**src/pkg/rgp_params.svh**
```systemverilog
/*
  Constants of the register-controlled pin pairs: register indices,
  field positions, reset values and masks.
  Assumes it is included by its bare name wherever a value is needed.
*/
`ifndef RGP_PARAMS_SVH
`define RGP_PARAMS_SVH

// Register indices; the APB byte address is four times the index.
`define RGP_IDX_PAIR_LO   8'h10
`define RGP_IDX_PAIR_HI   8'h11
`define RGP_IDX_LEVEL     8'h20

// Number of pins handled, two per configuration register.
`define RGP_PIN_COUNT     4

// Field positions inside one configuration register.
`define RGP_HI_VAL_BIT    7
`define RGP_HI_MODE_MSB   5
`define RGP_HI_MODE_LSB   4
`define RGP_LO_VAL_BIT    3
`define RGP_LO_MODE_MSB   1
`define RGP_LO_MODE_LSB   0
`define RGP_RSV_HI_BIT    6
`define RGP_RSV_LO_BIT    2

// Reset value and writable-bit mask of a configuration register.
`define RGP_CFG_RESET     8'h00
`define RGP_CFG_WR_MASK   8'hbb

// Reset values of the bus answer, of the pin drivers and of the input levels.
`define RGP_WORD_ZERO     32'h0000_0000
`define RGP_PIN_IDLE_OE_N 1'b1
`define RGP_PIN_IDLE_OUT  1'b0
`define RGP_LVL_RESET     1'b0

`endif

```
**src/pkg/rgp_pkg.sv**
```systemverilog
/*
  Types and shared helpers of the register-controlled pin pairs.
  Assumes rgp_params.svh is on the include path.
*/
`include "rgp_params.svh"

package rgp_pkg;

  // Pin modes in field-code order: 00, 01, 10, 11.
  typedef enum logic [1:0] {
    RGP_FUNC_IN,
    RGP_GPIO_OUT,
    RGP_TRISTATE,
    RGP_GPIO_IN
  } rgp_mode_t;

  typedef logic [7:0]  rgp_byte_t;
  typedef logic [31:0] rgp_word_t;
  typedef logic [9:0]  rgp_baddr_t;

  // Byte address of a register from its index.
  function automatic rgp_baddr_t rgp_byte_addr(input rgp_byte_t idx);
    rgp_byte_addr = {idx, 2'b00};
  endfunction : rgp_byte_addr

endpackage : rgp_pkg

```
**src/core/rgp_gpio_pairs.sv**
```systemverilog
/*
  Register-controlled pin pairs: two configuration registers, each
  holding the mode and output value of two general-purpose pins, a
  read-only register of synchronised pin levels, and the APB slave
  that reaches them.
  Assumes an APB master on clk, a synchronous active-high reset, and
  board pads that combine pin_out and pin_oe_n into the pin's level.
*/
`timescale 1ns/1ps
`include "rgp_params.svh"

// Notes on behaviour
// RULE_01: Mode 00 functional input, 10 tri-stated.
// RULE_02: Mode 01 drives the output-value bit.
// RULE_03: Mode 11 is undriven GPIO input.
// RULE_04: Pin driven only in GPIO output mode.
// RULE_05: Value 0 low, 1 high; reset zeros.
// RULE_06: Upper pin 7,5:4; lower pin 3,1:0.
// RULE_07: Reserved bits 6, 2 read zero.
module rgp_gpio_pairs #(
  parameter int ADDR_W = 8
) (
  input  wire logic                   clk,
  input  wire logic                   rst,
  input  wire logic                   psel,
  input  wire logic                   penable,
  input  wire logic                   pwrite,
  input  wire logic [ADDR_W-1:0]      paddr,
  input  wire rgp_pkg::rgp_word_t     pwdata,
  input  wire logic [3:0]             pstrb,
  output rgp_pkg::rgp_word_t          prdata,
  output logic                        pready,
  output logic                        pslverr,
  input  wire logic [`RGP_PIN_COUNT-1:0] pin_in,
  output logic [`RGP_PIN_COUNT-1:0]   pin_out,
  output logic [`RGP_PIN_COUNT-1:0]   pin_oe_n,
  output logic [`RGP_PIN_COUNT-1:0]   func_in
);
  import rgp_pkg::*;

  localparam int PINS = `RGP_PIN_COUNT;

  rgp_byte_t        pair_lo_reg;
  rgp_byte_t        pair_lo_next;
  rgp_byte_t        pair_hi_reg;
  rgp_byte_t        pair_hi_next;
  rgp_word_t        prdata_reg;
  rgp_word_t        prdata_next;
  logic             pslverr_reg;
  logic             pslverr_next;
  rgp_mode_t        mode [PINS];
  logic [PINS-1:0]  out_val;
  logic [PINS-1:0]  gpio_in;
  logic             setup_phase;
  logic             access_wr;
  logic             hit_lo;
  logic             hit_hi;
  logic             hit_level;
  logic             hit_any;

  // Compares the bus address with the byte address of an index.
  function automatic logic addr_hit(input logic [ADDR_W-1:0] addr,
                                    input rgp_byte_t         idx);
    addr_hit = (addr == ADDR_W'(rgp_byte_addr(idx)));
  endfunction : addr_hit

  // Keeps only writable bits, so reserved bits always store zero.
  function automatic rgp_byte_t cfg_write(input rgp_byte_t wdata);
    cfg_write = wdata & `RGP_CFG_WR_MASK; // RULE_07
  endfunction : cfg_write

  // Mode field of the upper or lower pin of one register.
  function automatic rgp_mode_t pin_mode(input rgp_byte_t r,
                                         input logic      upper);
    if (upper) begin
      pin_mode = rgp_mode_t'(r[`RGP_HI_MODE_MSB:`RGP_HI_MODE_LSB]);
    end else begin
      pin_mode = rgp_mode_t'(r[`RGP_LO_MODE_MSB:`RGP_LO_MODE_LSB]);
    end
  endfunction : pin_mode

  // Output-value bit of the upper or lower pin of one register.
  function automatic logic pin_val(input rgp_byte_t r,
                                   input logic      upper);
    pin_val = upper ? r[`RGP_HI_VAL_BIT] : r[`RGP_LO_VAL_BIT];
  endfunction : pin_val

  // Bus phases and address decode. The slave never stalls, so every
  // access phase completes at its first edge.
  assign pready      = 1'b1;
  assign setup_phase = psel && !penable;
  assign access_wr   = psel && penable && pwrite && pready;
  assign hit_lo      = addr_hit(paddr, `RGP_IDX_PAIR_LO);
  assign hit_hi      = addr_hit(paddr, `RGP_IDX_PAIR_HI);
  assign hit_level   = addr_hit(paddr, `RGP_IDX_LEVEL);
  assign hit_any     = hit_lo || hit_hi || hit_level;

  // Next value of the lower configuration register. Only byte lane 0
  // carries the register, so other lanes are ignored.
  always_comb begin
    pair_lo_next = pair_lo_reg;
    if (access_wr && hit_lo && pstrb[0]) begin
      pair_lo_next = cfg_write(pwdata[7:0]); // RULE_06
    end
  end

  // Next value of the upper configuration register.
  always_comb begin
    pair_hi_next = pair_hi_reg;
    if (access_wr && hit_hi && pstrb[0]) begin
      pair_hi_next = cfg_write(pwdata[7:0]); // RULE_06
    end
  end

  // Lower configuration register: pins a (low half) and b (high half).
  always_ff @(posedge clk) begin
    if (rst) begin
      pair_lo_reg <= `RGP_CFG_RESET; // RULE_05
    end else begin
      pair_lo_reg <= pair_lo_next;
    end
  end

  // Upper configuration register: pins c (low half) and d (high half).
  always_ff @(posedge clk) begin
    if (rst) begin
      pair_hi_reg <= `RGP_CFG_RESET; // RULE_05
    end else begin
      pair_hi_reg <= pair_hi_next;
    end
  end

  // Field split to the four pins; pin index 0..3 is a, b, c, d.
  assign mode[0]    = pin_mode(pair_lo_reg, 1'b0); // RULE_06
  assign mode[1]    = pin_mode(pair_lo_reg, 1'b1); // RULE_06
  assign mode[2]    = pin_mode(pair_hi_reg, 1'b0);
  assign mode[3]    = pin_mode(pair_hi_reg, 1'b1);
  assign out_val[0] = pin_val(pair_lo_reg, 1'b0);
  assign out_val[1] = pin_val(pair_lo_reg, 1'b1);
  assign out_val[2] = pin_val(pair_hi_reg, 1'b0);
  assign out_val[3] = pin_val(pair_hi_reg, 1'b1);

  // Read data and error are prepared in the setup cycle, so both come
  // from flip-flops yet are valid for the zero-wait access phase.
  always_comb begin
    prdata_next  = prdata_reg;
    pslverr_next = pslverr_reg;
    if (setup_phase) begin
      pslverr_next = !hit_any;
      prdata_next  = `RGP_WORD_ZERO;
      if (!pwrite && hit_lo) begin
        prdata_next = rgp_word_t'(pair_lo_reg); // RULE_07
      end else if (!pwrite && hit_hi) begin
        prdata_next = rgp_word_t'(pair_hi_reg); // RULE_07
      end else if (!pwrite && hit_level) begin
        prdata_next = rgp_word_t'(gpio_in);
      end
    end
  end

  // Bus answer registers.
  always_ff @(posedge clk) begin
    if (rst) begin
      prdata_reg  <= `RGP_WORD_ZERO;
      pslverr_reg <= 1'b0;
    end else begin
      prdata_reg  <= prdata_next;
      pslverr_reg <= pslverr_next;
    end
  end

  assign prdata  = prdata_reg;
  assign pslverr = pslverr_reg;

  // One pin cell per pin, each with its own synchroniser and driver.
  for (genvar g = 0; g < PINS; g++) begin : g_pin
    rgp_pin_cell u_cell (
      .clk      (clk),
      .rst      (rst),
      .mode     (mode[g]),
      .out_val  (out_val[g]),
      .pin_in   (pin_in[g]),
      .pin_out  (pin_out[g]),
      .pin_oe_n (pin_oe_n[g]),
      .func_in  (func_in[g]),
      .gpio_in  (gpio_in[g])
    );

    // Functional input and tri-state leave the pin undriven next cycle.
    AST_FUNC_TRI_UNDRIVEN: assert property ( // RULE_01
      @(posedge clk) disable iff (rst)
      (mode[g] == RGP_FUNC_IN || mode[g] == RGP_TRISTATE)
        |=> (pin_oe_n[g] && !pin_out[g]))
      else $error("pin driven in functional input or tri-state mode");

    // Output mode drives exactly the stored value one cycle later.
    AST_OUT_DRIVES_VALUE: assert property ( // RULE_02
      @(posedge clk) disable iff (rst)
      (mode[g] == RGP_GPIO_OUT)
        |=> (!pin_oe_n[g] && pin_out[g] == $past(out_val[g])))
      else $error("output mode does not drive the stored value");

    // GPIO input mode never drives and keeps the level readable.
    AST_IN_UNDRIVEN: assert property ( // RULE_03
      @(posedge clk) disable iff (rst)
      (mode[g] == RGP_GPIO_IN) [*2] |-> pin_oe_n[g])
      else $error("pin driven in GPIO input mode");

    // Any cycle with the driver on traces back to output mode.
    AST_DRIVE_ONLY_OUT: assert property ( // RULE_04
      @(posedge clk) disable iff (rst)
      !pin_oe_n[g] |-> ($past(mode[g]) == RGP_GPIO_OUT))
      else $error("pin driven outside GPIO output mode");

    // The core sees a functional input only in functional input mode.
    AST_FUNC_GATED: assert property ( // RULE_01
      @(posedge clk) disable iff (rst)
      (mode[g] != RGP_FUNC_IN) [*2] |=> !func_in[g])
      else $error("functional input passed in another mode");
  end

  // Leaving reset, both registers are zero and no pin is driven.
  AST_RESET_ZERO: assert property ( // RULE_05
    @(posedge clk)
    $fell(rst) |-> (pair_lo_reg == `RGP_CFG_RESET
                    && pair_hi_reg == `RGP_CFG_RESET
                    && &pin_oe_n && !(|pin_out)))
    else $error("registers or pins not at reset state");

  // A write to the lower register lands in its fields next cycle.
  AST_FIELD_MAP_LO: assert property ( // RULE_06
    @(posedge clk) disable iff (rst)
    (access_wr && hit_lo && pstrb[0])
      |=> (pair_lo_reg == cfg_write($past(pwdata[7:0]))
           && mode[1] == rgp_mode_t'($past(pwdata[5:4]))
           && out_val[0] == $past(pwdata[3])))
    else $error("lower register fields misplaced after write");

  // A write to the upper register lands in its fields next cycle.
  AST_FIELD_MAP_HI: assert property ( // RULE_06
    @(posedge clk) disable iff (rst)
    (access_wr && hit_hi && pstrb[0])
      |=> (pair_hi_reg == cfg_write($past(pwdata[7:0]))
           && out_val[3] == $past(pwdata[7])))
    else $error("upper register fields misplaced after write");

  // Reserved bits are never stored and never read back as one.
  AST_RESERVED_ZERO: assert property ( // RULE_07
    @(posedge clk) disable iff (rst)
    (psel && penable && !pwrite && (hit_lo || hit_hi))
      |-> (!prdata[`RGP_RSV_HI_BIT] && !prdata[`RGP_RSV_LO_BIT]
           && !pair_lo_reg[`RGP_RSV_HI_BIT]
           && !pair_lo_reg[`RGP_RSV_LO_BIT]
           && !pair_hi_reg[`RGP_RSV_HI_BIT]
           && !pair_hi_reg[`RGP_RSV_LO_BIT]))
    else $error("reserved bit reads as one");

  // An unmapped address answers with an error and zero data.
  AST_UNMAPPED_ERR: assert property (
    @(posedge clk) disable iff (rst)
    (setup_phase && !hit_any) |=> (pslverr && prdata == `RGP_WORD_ZERO))
    else $error("unmapped access not answered with an error");

endmodule : rgp_gpio_pairs

```
**src/core/rgp_pin_cell.sv**
```systemverilog
/*
  One general-purpose pin: input synchroniser and registered driver.
  Assumes mode and out_val come from registers on clk, and that the
  pad outside resolves the wire from pin_out and pin_oe_n.
*/
`timescale 1ns/1ps
`include "rgp_params.svh"

module rgp_pin_cell (
  input  wire logic               clk,
  input  wire logic               rst,
  input  wire rgp_pkg::rgp_mode_t mode,
  input  wire logic               out_val,
  input  wire logic               pin_in,
  output logic                    pin_out,
  output logic                    pin_oe_n,
  output logic                    func_in,
  output logic                    gpio_in
);
  import rgp_pkg::*;

  logic sync1_reg;
  logic sync2_reg;
  logic func_reg;
  logic out_reg;
  logic oe_n_reg;

  // Two-stage synchroniser; the first stage feeds the second only.
  always_ff @(posedge clk) begin
    if (rst) begin
      sync1_reg <= `RGP_LVL_RESET;
      sync2_reg <= `RGP_LVL_RESET;
    end else begin
      sync1_reg <= pin_in;
      sync2_reg <= sync1_reg;
    end
  end

  // The core sees the pin only in functional input mode, else low.
  always_ff @(posedge clk) begin
    if (rst) begin
      func_reg <= `RGP_LVL_RESET;
    end else begin
      func_reg <= (mode == RGP_FUNC_IN) ? sync2_reg : `RGP_LVL_RESET; // RULE_01
    end
  end

  // Driver registered so the pad never sees a decode glitch.
  always_ff @(posedge clk) begin
    if (rst) begin
      oe_n_reg <= `RGP_PIN_IDLE_OE_N; // RULE_05
      out_reg  <= `RGP_PIN_IDLE_OUT;
    end else begin
      unique case (mode)
        RGP_FUNC_IN, RGP_TRISTATE: begin
          oe_n_reg <= `RGP_PIN_IDLE_OE_N; // RULE_01
          out_reg  <= `RGP_PIN_IDLE_OUT;
        end
        RGP_GPIO_OUT: begin
          oe_n_reg <= ~`RGP_PIN_IDLE_OE_N; // RULE_02 RULE_04
          out_reg  <= out_val; // RULE_05
        end
        RGP_GPIO_IN: begin
          oe_n_reg <= `RGP_PIN_IDLE_OE_N; // RULE_03
          out_reg  <= `RGP_PIN_IDLE_OUT;
        end
      endcase
    end
  end

  assign pin_out  = out_reg;
  assign pin_oe_n = oe_n_reg;
  assign func_in  = func_reg;
  assign gpio_in  = sync2_reg;

endmodule : rgp_pin_cell

```
**config.mk**
```make
export PLATFORM = sky130hd
export DESIGN_NAME = rgp_gpio_pairs
export DESIGN_NICKNAME = d
export VERILOG_FILES = /design/src/pkg/rgp_pkg.sv /design/src/core/rgp_gpio_pairs.sv /design/src/core/rgp_pin_cell.sv
export VERILOG_INCLUDE_DIRS = /design/src /design/src/pkg
export SDC_FILE = /design/constraint.sdc
export NUM_CORES = 1
export LEC_CHECK = 0
export BUFFER_PORTS_ARGS = -buffer_cell sky130_fd_sc_hd__clkbuf_2
export CAP_MARGIN = 10
export CORE_ASPECT_RATIO = 1.4
export CORE_UTILIZATION = 25
export CTS_BUF_LIST = sky130_fd_sc_hd__clkbuf_4 sky130_fd_sc_hd__clkbuf_8 sky130_fd_sc_hd__clkbuf_16
export DETAILED_ROUTE_END_ITERATION = 16
export GPL_ROUTABILITY_DRIVEN = 0
export GPL_TIMING_DRIVEN = 0
export MAX_ROUTING_LAYER = met4
export PLACE_DENSITY_LB_ADDON = 0.1
export SLEW_MARGIN = 10
export SYNTH_ARGS = -nofsm -noshare
export SYNTH_HDL_FRONTEND = slang
export SYNTH_SLANG_ARGS = --single-unit
```
**constraint.sdc**
```tcl
create_clock -name clk -period 2.2 [get_ports clk]
set_input_delay 0.22 -clock clk [delete_from_list [all_inputs] [get_ports clk]]
set_output_delay 0.22 -clock clk [all_outputs]
set_load 0.02 [all_outputs]
```
==> results.cfg <==
[clock_tree]
clockBufferDepth = 2
cts_made_buffers = 5
cts_tree = built
cts_num_sinks = 40
hold_buffers = 0
clk_pin_slew_ps = 80
clock-root-buffer = clkbuf_8
clk_latency_ps = 290
cts_setup_buffers = 0
cts_resized = 0
cts_max_level = 2

[min_path]
hold_class = in -> reg

[sta]
clock_skew_ps = 3.97
drv_slew = 0
timing.slew.headroom_pct = 29.6
setup_tns_ps = 0
period_share_pct = 69.2
whs_ps = 138
final-hold-violation-count = 0
setup-violations-final = 0
grt_setup_unrepaired = false
worst_pin_slew_ps = 1050
period_minus_slack_ps = 1520
max_freq_mhz = 657

[floorplan]
start_util_pct = 26.2
std_cell_rows = 37
fp.coreArea_mm2 = 0.00750
pin_count = 99
die_area_mm2 = 0.00823
die_h_um = 107
die_w_um = 76.9

[yosys]
synth_fa_ha_area_share_pct = 7.64
synth_top_family_by_area = simple AND/OR/NAND/NOR gates
synth.avg_cell_area_um2 = 9.59
yosys_most_used_dff = dfxtp_1
synth.distinct_cells = 34
ys_async_sr_fraction_pct = 0
yosysTopAreaCellShare_pct = 40.7
synth_area_mm2 = 0.00197
synth-edff-count = 0
synth_xor_area_share_pct = 0
yosys.area_share.simple_pct = 21.8
ys_seq_area_share_pct = 40.7
synth-seq-cells = 40
synthesis.instances = 205
synth_area_leaders = dfxtp_1, buf_4, ha_1, mux2i_1, nand2_1
synth_mux_area_share_pct = 8.40
synth_top_area_cell = dfxtp_1
yosys_warnings = 0
synth_compound_area_share_pct = 3.88

[final_layout]
largest_reg_flops = 7
drive_above_1_share_pct = 35.4
stdcell_area_mm2 = 0.00250
instances_no_fill = 377
nets = 344
n_antenna_cell = 0
area_growth_pct = 27.4

[setup_path]
cp-end-kind = flip-flop
crit_fanout = 8
worst_setup_path_start_kind = input pin
worstPathRequired_ps = 2370
reg2reg_slack_ps = 1020
critPathArrivalTime_ps = 1690
crit_type = in -> reg

[grt]
grt_pass1_wl_mm = 6.54
track_usage_pct = 11.0
grt_overflow = 0
grt_max_degree = 13
antenna_found_initial = 0
first_global_vias = 1303

[drt]
vias = 1482
vias_per_cell = 3.93
dr.pass1.iters = 3
drc = 0
wl_per_cell_um = 11.3
initialDrtViolationCount = 37
ant_nets = 0
wl_mm = 4.28

[placement]
dpl.cell_count = 369
placed_area_mm2 = 0.00239
hpwl_mm = 3.36
port_buffers = 43

[status]
status = completed

[power]
p_leak_uw = 0.00122
irDropWorstVdd_mv = 0.306
p_per_area_mw_per_mm2 = 600
power_uw = 1500

[job]
maxCapViolCount = 0
## final timing paths
check / startpoint / end / cells after the start
min: pin_in[2] / g_pin[2].u_cell.sync1_reg / 2
max reg2reg: g_pin[1].u_cell.gpio_in / prdata[1] / 3
min reg2reg: g_pin[3].u_cell.sync1_reg / g_pin[3].u_cell.gpio_in / 1
max: paddr[7] / pair_hi_reg[4] / 4
## report_power, final
part	switching [µW]	leakage [µW]	internal, µW
logic	94.9	0.000832	68.1
registers	4.32	0.000325	733
clock network	252	0.0000586	349
## worst max-delay path, cell delays in order
cell and delay, ps:
clkbuf_2 140, nor4b_2 710, nand4_1 410, mux2i_1 200
## layout by cell type, fill, tap and decap left out, types with 2 or more instances in the layout
master     n
clkbuf_2  43
or3_1      2
mux2_2     4
dfxtp_1   40
nand4_1    7
mux2i_1   12
conb_1    26
clkbuf_8   5
nor3b_1    5
nand2_1   27
inv_1      9
buf_4     38
and3_1     4
o22ai_1    2
ha_1      12
a32o_1     2
nor4_1     2
a21oi_1    5
nor2b_1   11
clkbuf_1   4
or4bb_1    2
## through the flow
stage	utilization (%)	setup WS, ps
CTS	33.4	645
global placement	31.9	371
detailed placement	31.9	342
finish	33.4	677
floorplan	-	782
global route	33.4	485
## final cells by class
type                    instances  area [µm²]
inverters                      10        37.5
flip-flops and latches         40         801
fillers                       821        5000
well taps                      97         121
repair buffers                 43         215
clock inverters                 2        35.0
clock buffers                   6        76.3
multi-input cells             137         917
plain buffers                  42         300
## cell usage after synthesis (4+ instances only)
cell and n:
buf_4 38, nor2b_1 11, a21oi_1 5, ha_1 12, inv_1 9, mux2i_1 12
nand2_1 27, dfxtp_1 40, and3_1 4, nor3b_1 5, nand4_1 7, clkbuf_1 4
mux2_2 4
## per-layer routing
metal / track usage (%) / part of all wire [%] / vias up / wire length (µm)
met1: 12.2 / 43 / 661 / 1860
met5: - / 0 / - / 0
li1: - / - / 772 / -
met4: 4.95 / 1.4 / 0 / 60
met2: 19.2 / 51 / 45 / 2200
met3: 1.87 / 3.7 / 4 / 160
## cell families (layout without fill, tap and decap cells)
| group | after synthesis | count (layout) |
|---|---|---|
| AOI/OAI and AO/OA | 11 | 11 |
| and+or+nand+nor | 72 | 72 |
| other | 2 | 26 |
| adders and majority gates | 12 | 12 |
| muxes | 16 | 16 |
| buffers and inverters | 52 | 103 |
| DFF | 40 | 40 |
(Power assumes the default switching activity.)
